## src/spr_pkg.sv

```systemverilog
// Constants and types shared by the PHY register space design
package spr_pkg;

  // ************************************************************
  // Timing
  // ************************************************************
  localparam int CLK_PERIOD_NS = 50;
  localparam int LONG_RESET_NS = 166000;
  localparam int SHORT_RESET_NS = 1300;
  localparam int LONG_RESET_CYC =
    (LONG_RESET_NS + CLK_PERIOD_NS - 1) / CLK_PERIOD_NS;
  localparam int SHORT_RESET_CYC =
    (SHORT_RESET_NS + CLK_PERIOD_NS - 1) / CLK_PERIOD_NS;
  localparam int RST_CNT_W = 12;

  // ************************************************************
  // Register indices, byte address is four times the index
  // ************************************************************
  localparam logic [3:0] IDX_NODE = 4'h0;
  localparam logic [3:0] IDX_RESET = 4'h1;
  localparam logic [3:0] IDX_PORTCAP = 4'h2;
  localparam logic [3:0] IDX_SPEED = 4'h3;
  localparam logic [3:0] IDX_SELFID = 4'h4;
  localparam logic [3:0] IDX_EVENT = 4'h5;
  localparam logic [3:0] IDX_RSVD6 = 4'h6;
  localparam logic [3:0] IDX_SELECT = 4'h7;
  localparam logic [3:0] IDX_PORT_CTRL = 4'h9;
  localparam logic [2:0] PAGE_PORT = 3'h0;

  // ************************************************************
  // Field positions
  // ************************************************************
  localparam int B_HOLDOFF = 7;
  localparam int B_LONGREQ = 6;
  localparam int B_LINK_ACTIVE_CONTROL = 7;
  localparam int B_CONTEND = 6;
  localparam int B_WDOG = 7;
  localparam int B_SHORTREQ = 6;
  localparam int B_FLAG_LO = 2;
  localparam int B_ACCEL = 1;
  localparam int B_MULTI = 0;
  localparam int B_INTEN = 4;
  localparam int FLG_PEVT = 0;
  localparam int FLG_TOUT = 1;
  localparam int FLG_PFAIL = 2;
  localparam int FLG_LOOP = 3;
  localparam int NUM_FLAGS = 4;
  localparam int NUM_PORTS = 2;

  // ************************************************************
  // Fixed fields and reset values
  // ************************************************************
  localparam logic [2:0] EXT_CODE = 3'h7;
  localparam logic [3:0] TOTAL_PORTS = 4'h2;
  localparam logic [2:0] MAX_SPEED = 3'h2;
  localparam logic [3:0] DELAY_CODE = 4'h0;
  localparam logic [2:0] JITTER_CODE = 3'h0;
  localparam logic [5:0] GAP_RESET = 6'h3f;
  localparam logic [2:0] PAGE_RESET = 3'h0;
  localparam logic [3:0] PORT_RESET = 4'h0;
  localparam logic LINK_ACTIVE_CONTROL_RESET = 1'b1;

  typedef enum logic [1:0] {
    ST_IDLE = 2'b01,
    ST_RUN = 2'b10
  } spr_rst_state_type;

endpackage

```

## src/spr_flag_if.sv

```systemverilog
// Set, clear and state of one sticky event flag
`timescale 1ns/1ps
interface spr_flag_if;
  logic set;
  logic clear;
  logic flag;
  modport owner (input set, input clear, output flag);
  modport user (output set, output clear, input flag);
endinterface

```

## src/spr_event_flag.sv

```systemverilog
// Sticky event flag, hardware set wins over software clear
`timescale 1ns/1ps
module spr_event_flag
  import spr_pkg::*;
(
  input wire logic clk,
  input wire logic nrst,
  spr_flag_if.owner fl
);

  logic flag_reg;

  always_ff @(posedge clk or negedge nrst) begin
    if (!nrst) begin
      flag_reg <= 1'b0;
    end else if (fl.set) begin
      flag_reg <= 1'b1;
    end else if (fl.clear) begin
      flag_reg <= 1'b0;
    end
  end

  assign fl.flag = flag_reg;
endmodule // spr_event_flag

```

## src/spr_reset_timer.sv

```systemverilog
// Bus reset launcher and duration timer
`timescale 1ns/1ps
module spr_reset_timer
  import spr_pkg::*;
(
  input wire logic clk,
  input wire logic nrst,
  input wire logic reqLong,
  input wire logic reqShort,
  input wire logic stateTimeout,
  input wire logic phyBusy,
  output logic resetBegin,
  output logic resetActive,
  output logic resetLong
);

  spr_rst_state_type state_reg;
  logic [RST_CNT_W-1:0] count_reg;
  logic isLong_reg;
  logic begin_reg;
  logic launch;
  logic launchLong;

  // Long wins; in idle a state time-out forces a long reset at once, even when busy
  always_comb begin
    launchLong = reqLong | stateTimeout;
    launch = 1'b0;
    if (state_reg == ST_IDLE) begin
      launch = stateTimeout | ((reqLong | reqShort) & ~phyBusy);
    end
  end

  always_ff @(posedge clk or negedge nrst) begin
    if (!nrst) begin
      state_reg <= ST_IDLE;
      count_reg <= '0;
      isLong_reg <= 1'b0;
    end else begin
      unique case (state_reg)
        ST_IDLE: begin
          if (launch) begin
            state_reg <= ST_RUN;
            isLong_reg <= launchLong;
            count_reg <= launchLong ? RST_CNT_W'(LONG_RESET_CYC - 1) :
              RST_CNT_W'(SHORT_RESET_CYC - 1);
          end
        end
        ST_RUN: begin
          if (count_reg == '0) begin
            state_reg <= ST_IDLE;
          end else begin
            count_reg <= count_reg - 1'b1;
          end
        end
      endcase
    end
  end

  always_ff @(posedge clk or negedge nrst) begin
    if (!nrst) begin
      begin_reg <= 1'b0;
    end else begin
      begin_reg <= launch;
    end
  end

  assign resetBegin = begin_reg;
  assign resetActive = (state_reg == ST_RUN);
  assign resetLong = isLong_reg;
endmodule // spr_reset_timer

```

## src/spr_phy_regs.sv

```systemverilog
// Register space of a two-port cable PHY on a Wishbone slave
`timescale 1ns/1ps
module spr_phy_regs
  import spr_pkg::*;
(
  input wire logic clk,
  input wire logic nrst,
  input wire logic cyc_i,
  input wire logic stb_i,
  input wire logic we_i,
  input wire logic [7:0] adr_i,
  input wire logic [3:0] sel_i,
  input wire logic [31:0] dat_i,
  output logic [31:0] dat_o,
  output logic ack_o,
  input wire logic cablePowerIn,
  input wire logic linkPowerStatus,
  input wire logic [2:0] powerCategoryStraps,
  input wire logic phyBusy,
  input wire logic peerBusReset,
  input wire logic selfIdDone,
  input wire logic [5:0] selfIdNodeId,
  input wire logic treeIdRoot,
  input wire logic treeIdArbTimeout,
  input wire logic stateTimeout,
  input wire logic configGapLoad,
  input wire logic [5:0] configGapValue,
  input wire logic [NUM_PORTS-1:0] portStatusChange,
  input wire logic [NUM_PORTS-1:0] resumeStart,
  output logic busResetActive,
  output logic busResetLong,
  output logic nodeIdValid,
  output logic rootHoldoff,
  output logic [5:0] gapCount,
  output logic selfIdLinkActive,
  output logic selfIdContender,
  output logic [2:0] selfIdPowerClass,
  output logic fastArbEnable,
  output logic mixedSpeedEnable,
  output logic linkIfEnable,
  output logic linkActivate,
  output logic portChangeNotify
);

  // ************************************************************
  // Declarations
  // ************************************************************
  logic [5:0] nodeId_reg;
  logic nodeIdValid_reg;
  logic root_reg;
  logic holdoff_reg;
  logic longReq_reg;
  logic shortReq_reg;
  logic [5:0] gap_reg;
  logic resetSinceWrite_reg;
  logic link_active_control_reg;
  logic contender_reg;
  logic [2:0] pwrClass_reg;
  logic strapDone_reg;
  logic watchdog_reg;
  logic accel_reg;
  logic multi_reg;
  logic [2:0] page_reg;
  logic [3:0] port_reg;
  logic [NUM_PORTS-1:0] intEn_reg;
  logic cpsPrev_reg;
  logic linkAct_reg;
  logic linkIf_reg;
  logic wake_reg;
  logic notify_reg;
  logic ack_reg;
  logic [31:0] rdata_reg;
  logic [3:0] idx;
  logic mapped;
  logic wrEn;
  logic wrReset;
  logic wrSelfId;
  logic wrEvent;
  logic wrSelect;
  logic wrPortCtrl;
  logic portValid;
  logic gapLoad;
  logic busResetEvent;
  logic resetBegin;
  logic portEventSet;
  logic [NUM_FLAGS-1:0] flagSet;
  logic [NUM_FLAGS-1:0] flagClear;
  logic [NUM_FLAGS-1:0] flagVec;
  logic [7:0] readByte;

  // ************************************************************
  // Wishbone slave
  // ************************************************************
  assign idx = adr_i[5:2];
  assign mapped = (adr_i[7:6] == 2'h0);
  assign portValid = (port_reg < 4'(NUM_PORTS));

  // Writes land on the edge where the master sees ack
  assign wrEn = cyc_i & stb_i & we_i & ack_reg & sel_i[0] & mapped;
  assign wrReset = wrEn & (idx == IDX_RESET);
  assign wrSelfId = wrEn & (idx == IDX_SELFID);
  assign wrEvent = wrEn & (idx == IDX_EVENT);
  assign wrSelect = wrEn & (idx == IDX_SELECT);
  assign wrPortCtrl = wrEn & (idx == IDX_PORT_CTRL) &
    (page_reg == PAGE_PORT) & portValid;

  always_ff @(posedge clk or negedge nrst) begin
    if (!nrst) begin
      ack_reg <= 1'b0;
    end else begin
      ack_reg <= cyc_i & stb_i & ~ack_reg;
    end
  end

  // Read mux; unmapped words and reserved fields give zero
  always_comb begin
    readByte = 8'h00;
    unique case (idx)
      IDX_NODE: readByte = {nodeId_reg, root_reg, cablePowerIn};
      IDX_RESET: readByte = {holdoff_reg, longReq_reg, gap_reg};
      IDX_PORTCAP: readByte = {EXT_CODE, 1'b0, TOTAL_PORTS};
      IDX_SPEED: readByte = {MAX_SPEED, 1'b0, DELAY_CODE};
      IDX_SELFID: readByte = {link_active_control_reg, contender_reg, JITTER_CODE,
        pwrClass_reg};
      IDX_EVENT: readByte = {watchdog_reg, shortReq_reg, flagVec,
        accel_reg, multi_reg};
      IDX_SELECT: readByte = {page_reg, 1'b0, port_reg};
      IDX_PORT_CTRL: begin
        if (page_reg == PAGE_PORT && portValid) begin
          readByte[B_INTEN] = intEn_reg[port_reg[0]];
        end
      end
      default: readByte = 8'h00;
    endcase
    if (!mapped) begin
      readByte = 8'h00;
    end
  end

  always_ff @(posedge clk or negedge nrst) begin
    if (!nrst) begin
      rdata_reg <= 32'h0000_0000;
    end else if (cyc_i && stb_i && !ack_reg) begin
      rdata_reg <= {24'h00_0000, readByte};
    end
  end

  assign dat_o = rdata_reg;
  assign ack_o = ack_reg;

  // ************************************************************
  // Bus reset
  // ************************************************************
  spr_reset_timer uResetTimer (
    .clk(clk),
    .nrst(nrst),
    .reqLong(longReq_reg),
    .reqShort(shortReq_reg),
    .stateTimeout(stateTimeout),
    .phyBusy(phyBusy),
    .resetBegin(resetBegin),
    .resetActive(busResetActive),
    .resetLong(busResetLong)
  );

  assign busResetEvent = resetBegin | peerBusReset;

  // Requests drop when any bus reset begins
  always_ff @(posedge clk or negedge nrst) begin
    if (!nrst) begin
      longReq_reg <= 1'b0;
      shortReq_reg <= 1'b0;
    end else begin
      if (busResetEvent) begin
        longReq_reg <= 1'b0;
        shortReq_reg <= 1'b0;
      end else begin
        if (wrReset) begin
          longReq_reg <= dat_i[B_LONGREQ];
        end
        if (wrEvent) begin
          shortReq_reg <= dat_i[B_SHORTREQ];
        end
      end
    end
  end

  // ************************************************************
  // Node identity and root
  // ************************************************************
  always_ff @(posedge clk or negedge nrst) begin
    if (!nrst) begin
      nodeId_reg <= 6'h00;
      nodeIdValid_reg <= 1'b0;
    end else if (busResetEvent) begin
      nodeIdValid_reg <= 1'b0;
    end else if (selfIdDone) begin
      nodeId_reg <= selfIdNodeId;
      nodeIdValid_reg <= 1'b1;
    end
  end

  always_ff @(posedge clk or negedge nrst) begin
    if (!nrst) begin
      root_reg <= 1'b0;
    end else if (busResetEvent) begin
      root_reg <= 1'b0;
    end else if (treeIdRoot) begin
      root_reg <= 1'b1;
    end
  end

  // ************************************************************
  // Gap count
  // ************************************************************
  assign gapLoad = wrReset | configGapLoad;

  always_ff @(posedge clk or negedge nrst) begin
    if (!nrst) begin
      gap_reg <= GAP_RESET;
      resetSinceWrite_reg <= 1'b0;
    end else if (gapLoad) begin
      gap_reg <= wrReset ? dat_i[5:0] : configGapValue;
      resetSinceWrite_reg <= 1'b0;
    end else if (busResetEvent) begin
      if (resetSinceWrite_reg) begin
        gap_reg <= GAP_RESET;
      end
      resetSinceWrite_reg <= 1'b1;
    end
  end

  // ************************************************************
  // Control bits kept across bus reset
  // ************************************************************
  always_ff @(posedge clk or negedge nrst) begin
    if (!nrst) begin
      holdoff_reg <= 1'b0;
    end else if (wrReset) begin
      holdoff_reg <= dat_i[B_HOLDOFF];
    end
  end

  always_ff @(posedge clk or negedge nrst) begin
    if (!nrst) begin
      link_active_control_reg <= LINK_ACTIVE_CONTROL_RESET;
      contender_reg <= 1'b0;
    end else if (wrSelfId) begin
      link_active_control_reg <= dat_i[B_LINK_ACTIVE_CONTROL];
      contender_reg <= dat_i[B_CONTEND];
    end
  end

  // Straps are caught on the first edge after reset release
  always_ff @(posedge clk or negedge nrst) begin
    if (!nrst) begin
      pwrClass_reg <= 3'h0;
      strapDone_reg <= 1'b0;
    end else if (!strapDone_reg) begin
      pwrClass_reg <= powerCategoryStraps;
      strapDone_reg <= 1'b1;
    end else if (wrSelfId) begin
      pwrClass_reg <= dat_i[2:0];
    end
  end

  always_ff @(posedge clk or negedge nrst) begin
    if (!nrst) begin
      watchdog_reg <= 1'b0;
      accel_reg <= 1'b0;
      multi_reg <= 1'b0;
    end else if (wrEvent) begin
      watchdog_reg <= dat_i[B_WDOG];
      accel_reg <= dat_i[B_ACCEL];
      multi_reg <= dat_i[B_MULTI];
    end
  end

  always_ff @(posedge clk or negedge nrst) begin
    if (!nrst) begin
      page_reg <= PAGE_RESET;
      port_reg <= PORT_RESET;
    end else if (wrSelect) begin
      page_reg <= dat_i[7:5];
      port_reg <= dat_i[3:0];
    end
  end

  always_ff @(posedge clk or negedge nrst) begin
    if (!nrst) begin
      intEn_reg <= '0;
    end else if (wrPortCtrl) begin
      intEn_reg[port_reg[0]] <= dat_i[B_INTEN];
    end
  end

  // ************************************************************
  // Event flags
  // ************************************************************
  always_ff @(posedge clk or negedge nrst) begin
    if (!nrst) begin
      cpsPrev_reg <= 1'b0;
    end else begin
      cpsPrev_reg <= cablePowerIn;
    end
  end

  assign portEventSet = (|(portStatusChange & intEn_reg)) |
    (watchdog_reg & (|resumeStart));

  always_comb begin
    flagSet = '0;
    flagSet[FLG_PEVT] = portEventSet;
    flagSet[FLG_TOUT] = stateTimeout;
    flagSet[FLG_PFAIL] = cpsPrev_reg & ~cablePowerIn;
    flagSet[FLG_LOOP] = treeIdArbTimeout;
  end

  // Only ones written clear; zeros leave a flag alone
  assign flagClear = {NUM_FLAGS{wrEvent}} &
    dat_i[B_FLAG_LO +: NUM_FLAGS];

  spr_flag_if flagBus[NUM_FLAGS] ();

  for (genvar i = 0; i < NUM_FLAGS; i++) begin : g_flag
    assign flagBus[i].set = flagSet[i];
    assign flagBus[i].clear = flagClear[i];
    assign flagVec[i] = flagBus[i].flag;
    spr_event_flag uFlag (
      .clk(clk),
      .nrst(nrst),
      .fl(flagBus[i].owner)
    );
  end

  // ************************************************************
  // Link side
  // ************************************************************
  always_ff @(posedge clk or negedge nrst) begin
    if (!nrst) begin
      linkAct_reg <= 1'b0;
      linkIf_reg <= 1'b0;
      wake_reg <= 1'b0;
      notify_reg <= 1'b0;
    end else begin
      linkAct_reg <= link_active_control_reg & linkPowerStatus;
      linkIf_reg <= linkPowerStatus;
      wake_reg <= flagVec[FLG_LOOP] & watchdog_reg &
        ~linkPowerStatus;
      notify_reg <= portEventSet;
    end
  end

  assign nodeIdValid = nodeIdValid_reg;
  assign rootHoldoff = holdoff_reg;
  assign gapCount = gap_reg;
  assign selfIdLinkActive = linkAct_reg;
  assign selfIdContender = contender_reg;
  assign selfIdPowerClass = pwrClass_reg;
  assign fastArbEnable = accel_reg;
  assign mixedSpeedEnable = multi_reg;
  assign linkIfEnable = linkIf_reg;
  assign linkActivate = wake_reg;
  assign portChangeNotify = notify_reg;
endmodule // spr_phy_regs

```

## config.mk

```make
export PLATFORM = sky130hd
export DESIGN_NAME = spr_phy_regs
export DESIGN_NICKNAME = d
export VERILOG_FILES = /design/src/spr_pkg.sv /design/src/spr_flag_if.sv /design/src/spr_event_flag.sv /design/src/spr_reset_timer.sv /design/src/spr_phy_regs.sv
export SDC_FILE = /design/constraint.sdc
export NUM_CORES = 1
export LEC_CHECK = 0
export BUFFER_PORTS_ARGS = -buffer_cell sky130_fd_sc_hd__buf_4
export CELL_PAD_IN_SITES_DETAIL_PLACEMENT = 2
export CELL_PAD_IN_SITES_GLOBAL_PLACEMENT = 2
export CORE_ASPECT_RATIO = 2
export CORE_MARGIN = 8
export CORE_UTILIZATION = 30
export CTS_CLUSTER_DIAMETER = 120
export DETAILED_ROUTE_END_ITERATION = 10
export PLACE_DENSITY_LB_ADDON = 0.1
export SLEW_MARGIN = 20
export SYNTH_ARGS = -nofsm -noshare
export SYNTH_HDL_FRONTEND = slang
export SYNTH_SLANG_ARGS = --single-unit
```

## constraint.sdc

```tcl
create_clock -name clk -period 2.9 [get_ports clk]
set_input_delay 0.58 -clock clk [delete_from_list [all_inputs] [get_ports clk]]
set_output_delay 0.58 -clock clk [all_outputs]
set_load 0.1 [all_outputs]
```

==> summary.txt <==
Critical path
  • CP Cell Sequence: or4_1 > or4_4 > nand2_4 > inv_4 > mux2_4
  • CP endpoint: uResetTimer.count_reg[1]
  • Critical Path Start: uResetTimer.count_reg[5]
  • Reg2Reg Depth: 5
  • Flop-to-flop setup slack: 480 ps
  • CP arrival: about 2600 ps
  • Worst r2r src: uResetTimer.count_reg[5]
  • Worst path depth: 5
  • Classification of the worst setup path: reg2reg
  • Crit. End Element: flop
  • Crit Path Max Fanout: 12
  • CP Buf/Inv Count: 1
  • Startpoint types: flop
  • CP delay by family, top: simple AND/OR/NAND/NOR gates
  • R2R Path End: uResetTimer.count_reg[1]
  • Max stage delay on crit path: 700 ps
  • CP Data Required Time: 3110 ps
  • Slowest-stage cell, CP: or4_1

Synth
  • Register bit total from synthesis: 70
  • Mapped Cells: 346
  • Cell taking the most area after synthesis: dfrtp_1
  • Async set-reset flop share out of synthesis: 1.000
  • Synth Area per Inst: 10.58 um^2
  • Post-synth EDFFs: 0
  • Post-synth top area share: 0.4239
  • Synth cell count leaders: dfrtp_1 (62), nor2_1 (26), buf_4 (24)
  • Main area contributors after synthesis: dfrtp_1 (42%), mux2_1 (6.2%), dfstp_2 (5.7%)
  • Synth cell types: 59
  • Yosys warning total: 0
  • Most common cell in the netlist: dfrtp_1
  • Sequential share of the synthesized area: 0.4814
  • Synth Cell Area: approximately 3700 um^2
  • Ys flop type: dfrtp_1

Clocking
  • CTS resizes: 0
  • Post-CTS setup buffers: 0
  • Root buffer cell: clkbuf_16
  • CTS H-tree depth: 3
  • Clock transition at the registers of the reported paths: about 60 ps
  • CTS sink count: 70
  • CTS tree: built
  • Clk_lat worst skew: about 330 ps
  • Cts bufs inserted: 9
  • Max clock buf depth: 2
  • Post-CTS Hold Fix Bufs: 0

Power and ir drop
  • Net Sw Power: 1.095 mW
  • Comb pwr share: 0.252
  • Net Sw Frac: 0.3492
  • Int Power: 2.041 mW
  • Sequential share of power: 0.394
  • Worst VDD drop: 0.0002870 V
  • Leakage power total: 2.205 nW
  • Clock Power Share: 0.354
  • Total power: 3.136 mW
  • PD cells: 685.5 nW/um^2

Cells and area
  • Final Util: 0.3796
  • Max FFs per register: 12
  • Inserted Diodes: 0
  • Final nets: 497
  • Final instance area: roughly 4600 um^2
  • Area Overhead vs Synth: 25.03%
  • Share of cells above drive strength 1: 0.2790

Placed design
  • Post-place instance area: around 4300 um^2
  • Post-DP HPWL: 9875 um
  • Placer Congestion: 0.8642
  • I/O Buffers: 76

Routing
  • DRT Wirelength: 12490 um
  • Post-route ant nets: 0
  • WL per Instance: 21.91 um
  • DRC violations left: 0
  • DR iter-0 viols: 74
  • Vias per cell: 5.109
  • Via count: 2912
  • Drt pass-1 iters: 4

GRT
  • GRT met3 Usage: 0.03348
  • Total grt overflow: 0
  • Initial antenna violation count: 0
  • GRT met1 Usage: 0.1471
  • Most Crowded Layer GR: met2
  • GRT Resource Usage Total: 0.1619
  • First-pass GRT wire length: 19540 um
  • Routing usage on met2: 0.3299
  • Via count of the first global-routing pass: 3434
  • Largest net degree at the start of global routing: 71

Floorplanning
  • Ports: between 100 and 150
  • Initial Utilization: 0.3036
  • Area of the core: ~12000 um^2
  • Row Count: 57
  • Chip Width: 94.10 um
  • Die ar.: around 16000 um^2
  • Die H: 172.2 um

Timing
  • Worst slew pin tran: roughly 950 ps
  • Hold WS: 369.9 ps
  • Slew headroom: 0.3700
  • Crit path time final: 2420 ps
  • Final setup viols: 0
  • Fin Setup TNS: 0 ps
  • Period utilization: 0.8345
  • Final Max Slew Viols: 0
  • Final Hold Vio Count: 0
  • RSZ-0062 raised after global routing: false
  • FMAX: 413.2 MHz
  • Final Skew: 5.650 ps

Hold path
  • Worst Hold Class: in2async

Flow run
  • Max cap viols: 0

Status
  • Status: completed
power by group through the flow:
stage | combinational (mW) | clock [mW] | sequential (mW)
floorplan | 0.480 | 0 | 1.35
global placement | 0.779 | 0 | 1.24
detailed placement | 0.799 | 0 | 1.25
CTS | 0.803 | 1.14 | 1.24
global route | 0.851 | 1.17 | 1.25
finish | 0.790 | 1.11 | 1.24
cell usage in the layout (no fill, tap or decap), types with 5 or more instances in the layout:
master and n:
inv_1 16, a31oi_1 6, conb_1 25, nor2_1 26, clkbuf_16 9, o21ai_0 9
mux2i_1 11, o41ai_1 5, a22o_1 9, dfstp_2 8, o31ai_1 6, a21oi_1 7
a221oi_1 7, nand2_1 16, buf_4 79, mux2_1 20, nand3_1 10, o21ai_1 7
nor3_1 7, dfrtp_1 62
per-layer routing:
layer	part of all wire	routed length, um
met1	0.33	4094
met2	0.62	7731
met3	0.033	418
met4	0.020	245
met5	0	0
worst register-to-register path, cell delays in order (launching register included):
cell	delay (ps)
dfrtp_1	460
or4_1	700
or4_4	590
nand2_4	170
inv_4	90
mux2_4	300
worst min-delay path by stage:
stage                                       start                       to  slack, ps  cells after the start
after floorplan                              nrst                    ack_o        280                      0
after global placement    g_flag[1].uFlag.fl.flag  g_flag[1].uFlag.fl.flag        460                      1
after detailed placement              nodeIdValid              nodeIdValid        470                      1
after CTS                         linkPowerStatus             linkIfEnable        360                      1
after global routing              linkPowerStatus             linkIfEnable        360                      1
final                                        nrst         portChangeNotify        370                      1
through the flow:
step	setup slack (ps)	instances
after floorplan	545.1	369
after global placement	521.7	554
after detailed placement	491.7	554
after CTS	478.2	570
after global routing	420.8	570
final	479.9	570
layout make-up:
class / instances / area [um^2]
Fill cell: 1354 / 7477
Sequential cell: 70 / 1762
Multi-Input combinational cell: 239 / 1663
Timing Repair Buffer: 79 / 593.1
Clock buffer: 10 / 239.0
Tap cell: 147 / 183.9
Inverter: 19 / 73.82
Clock inverter: 6 / 61.31
cell families after synthesis:
kind of cell | after synthesis | share of synthesized area
AO/OA/AOI/OAI | 77 | 0.1518
adder cells (fa/ha/maj) | 2 | 0.006837
buffers and inverters | 60 | 0.08786
flip-flops | 70 | 0.4814
multiplexers | 38 | 0.1203
other | 2 | 0.002052
AND/OR/NAND/NOR | 97 | 0.1497
Power figures use the tool's default switching activity.
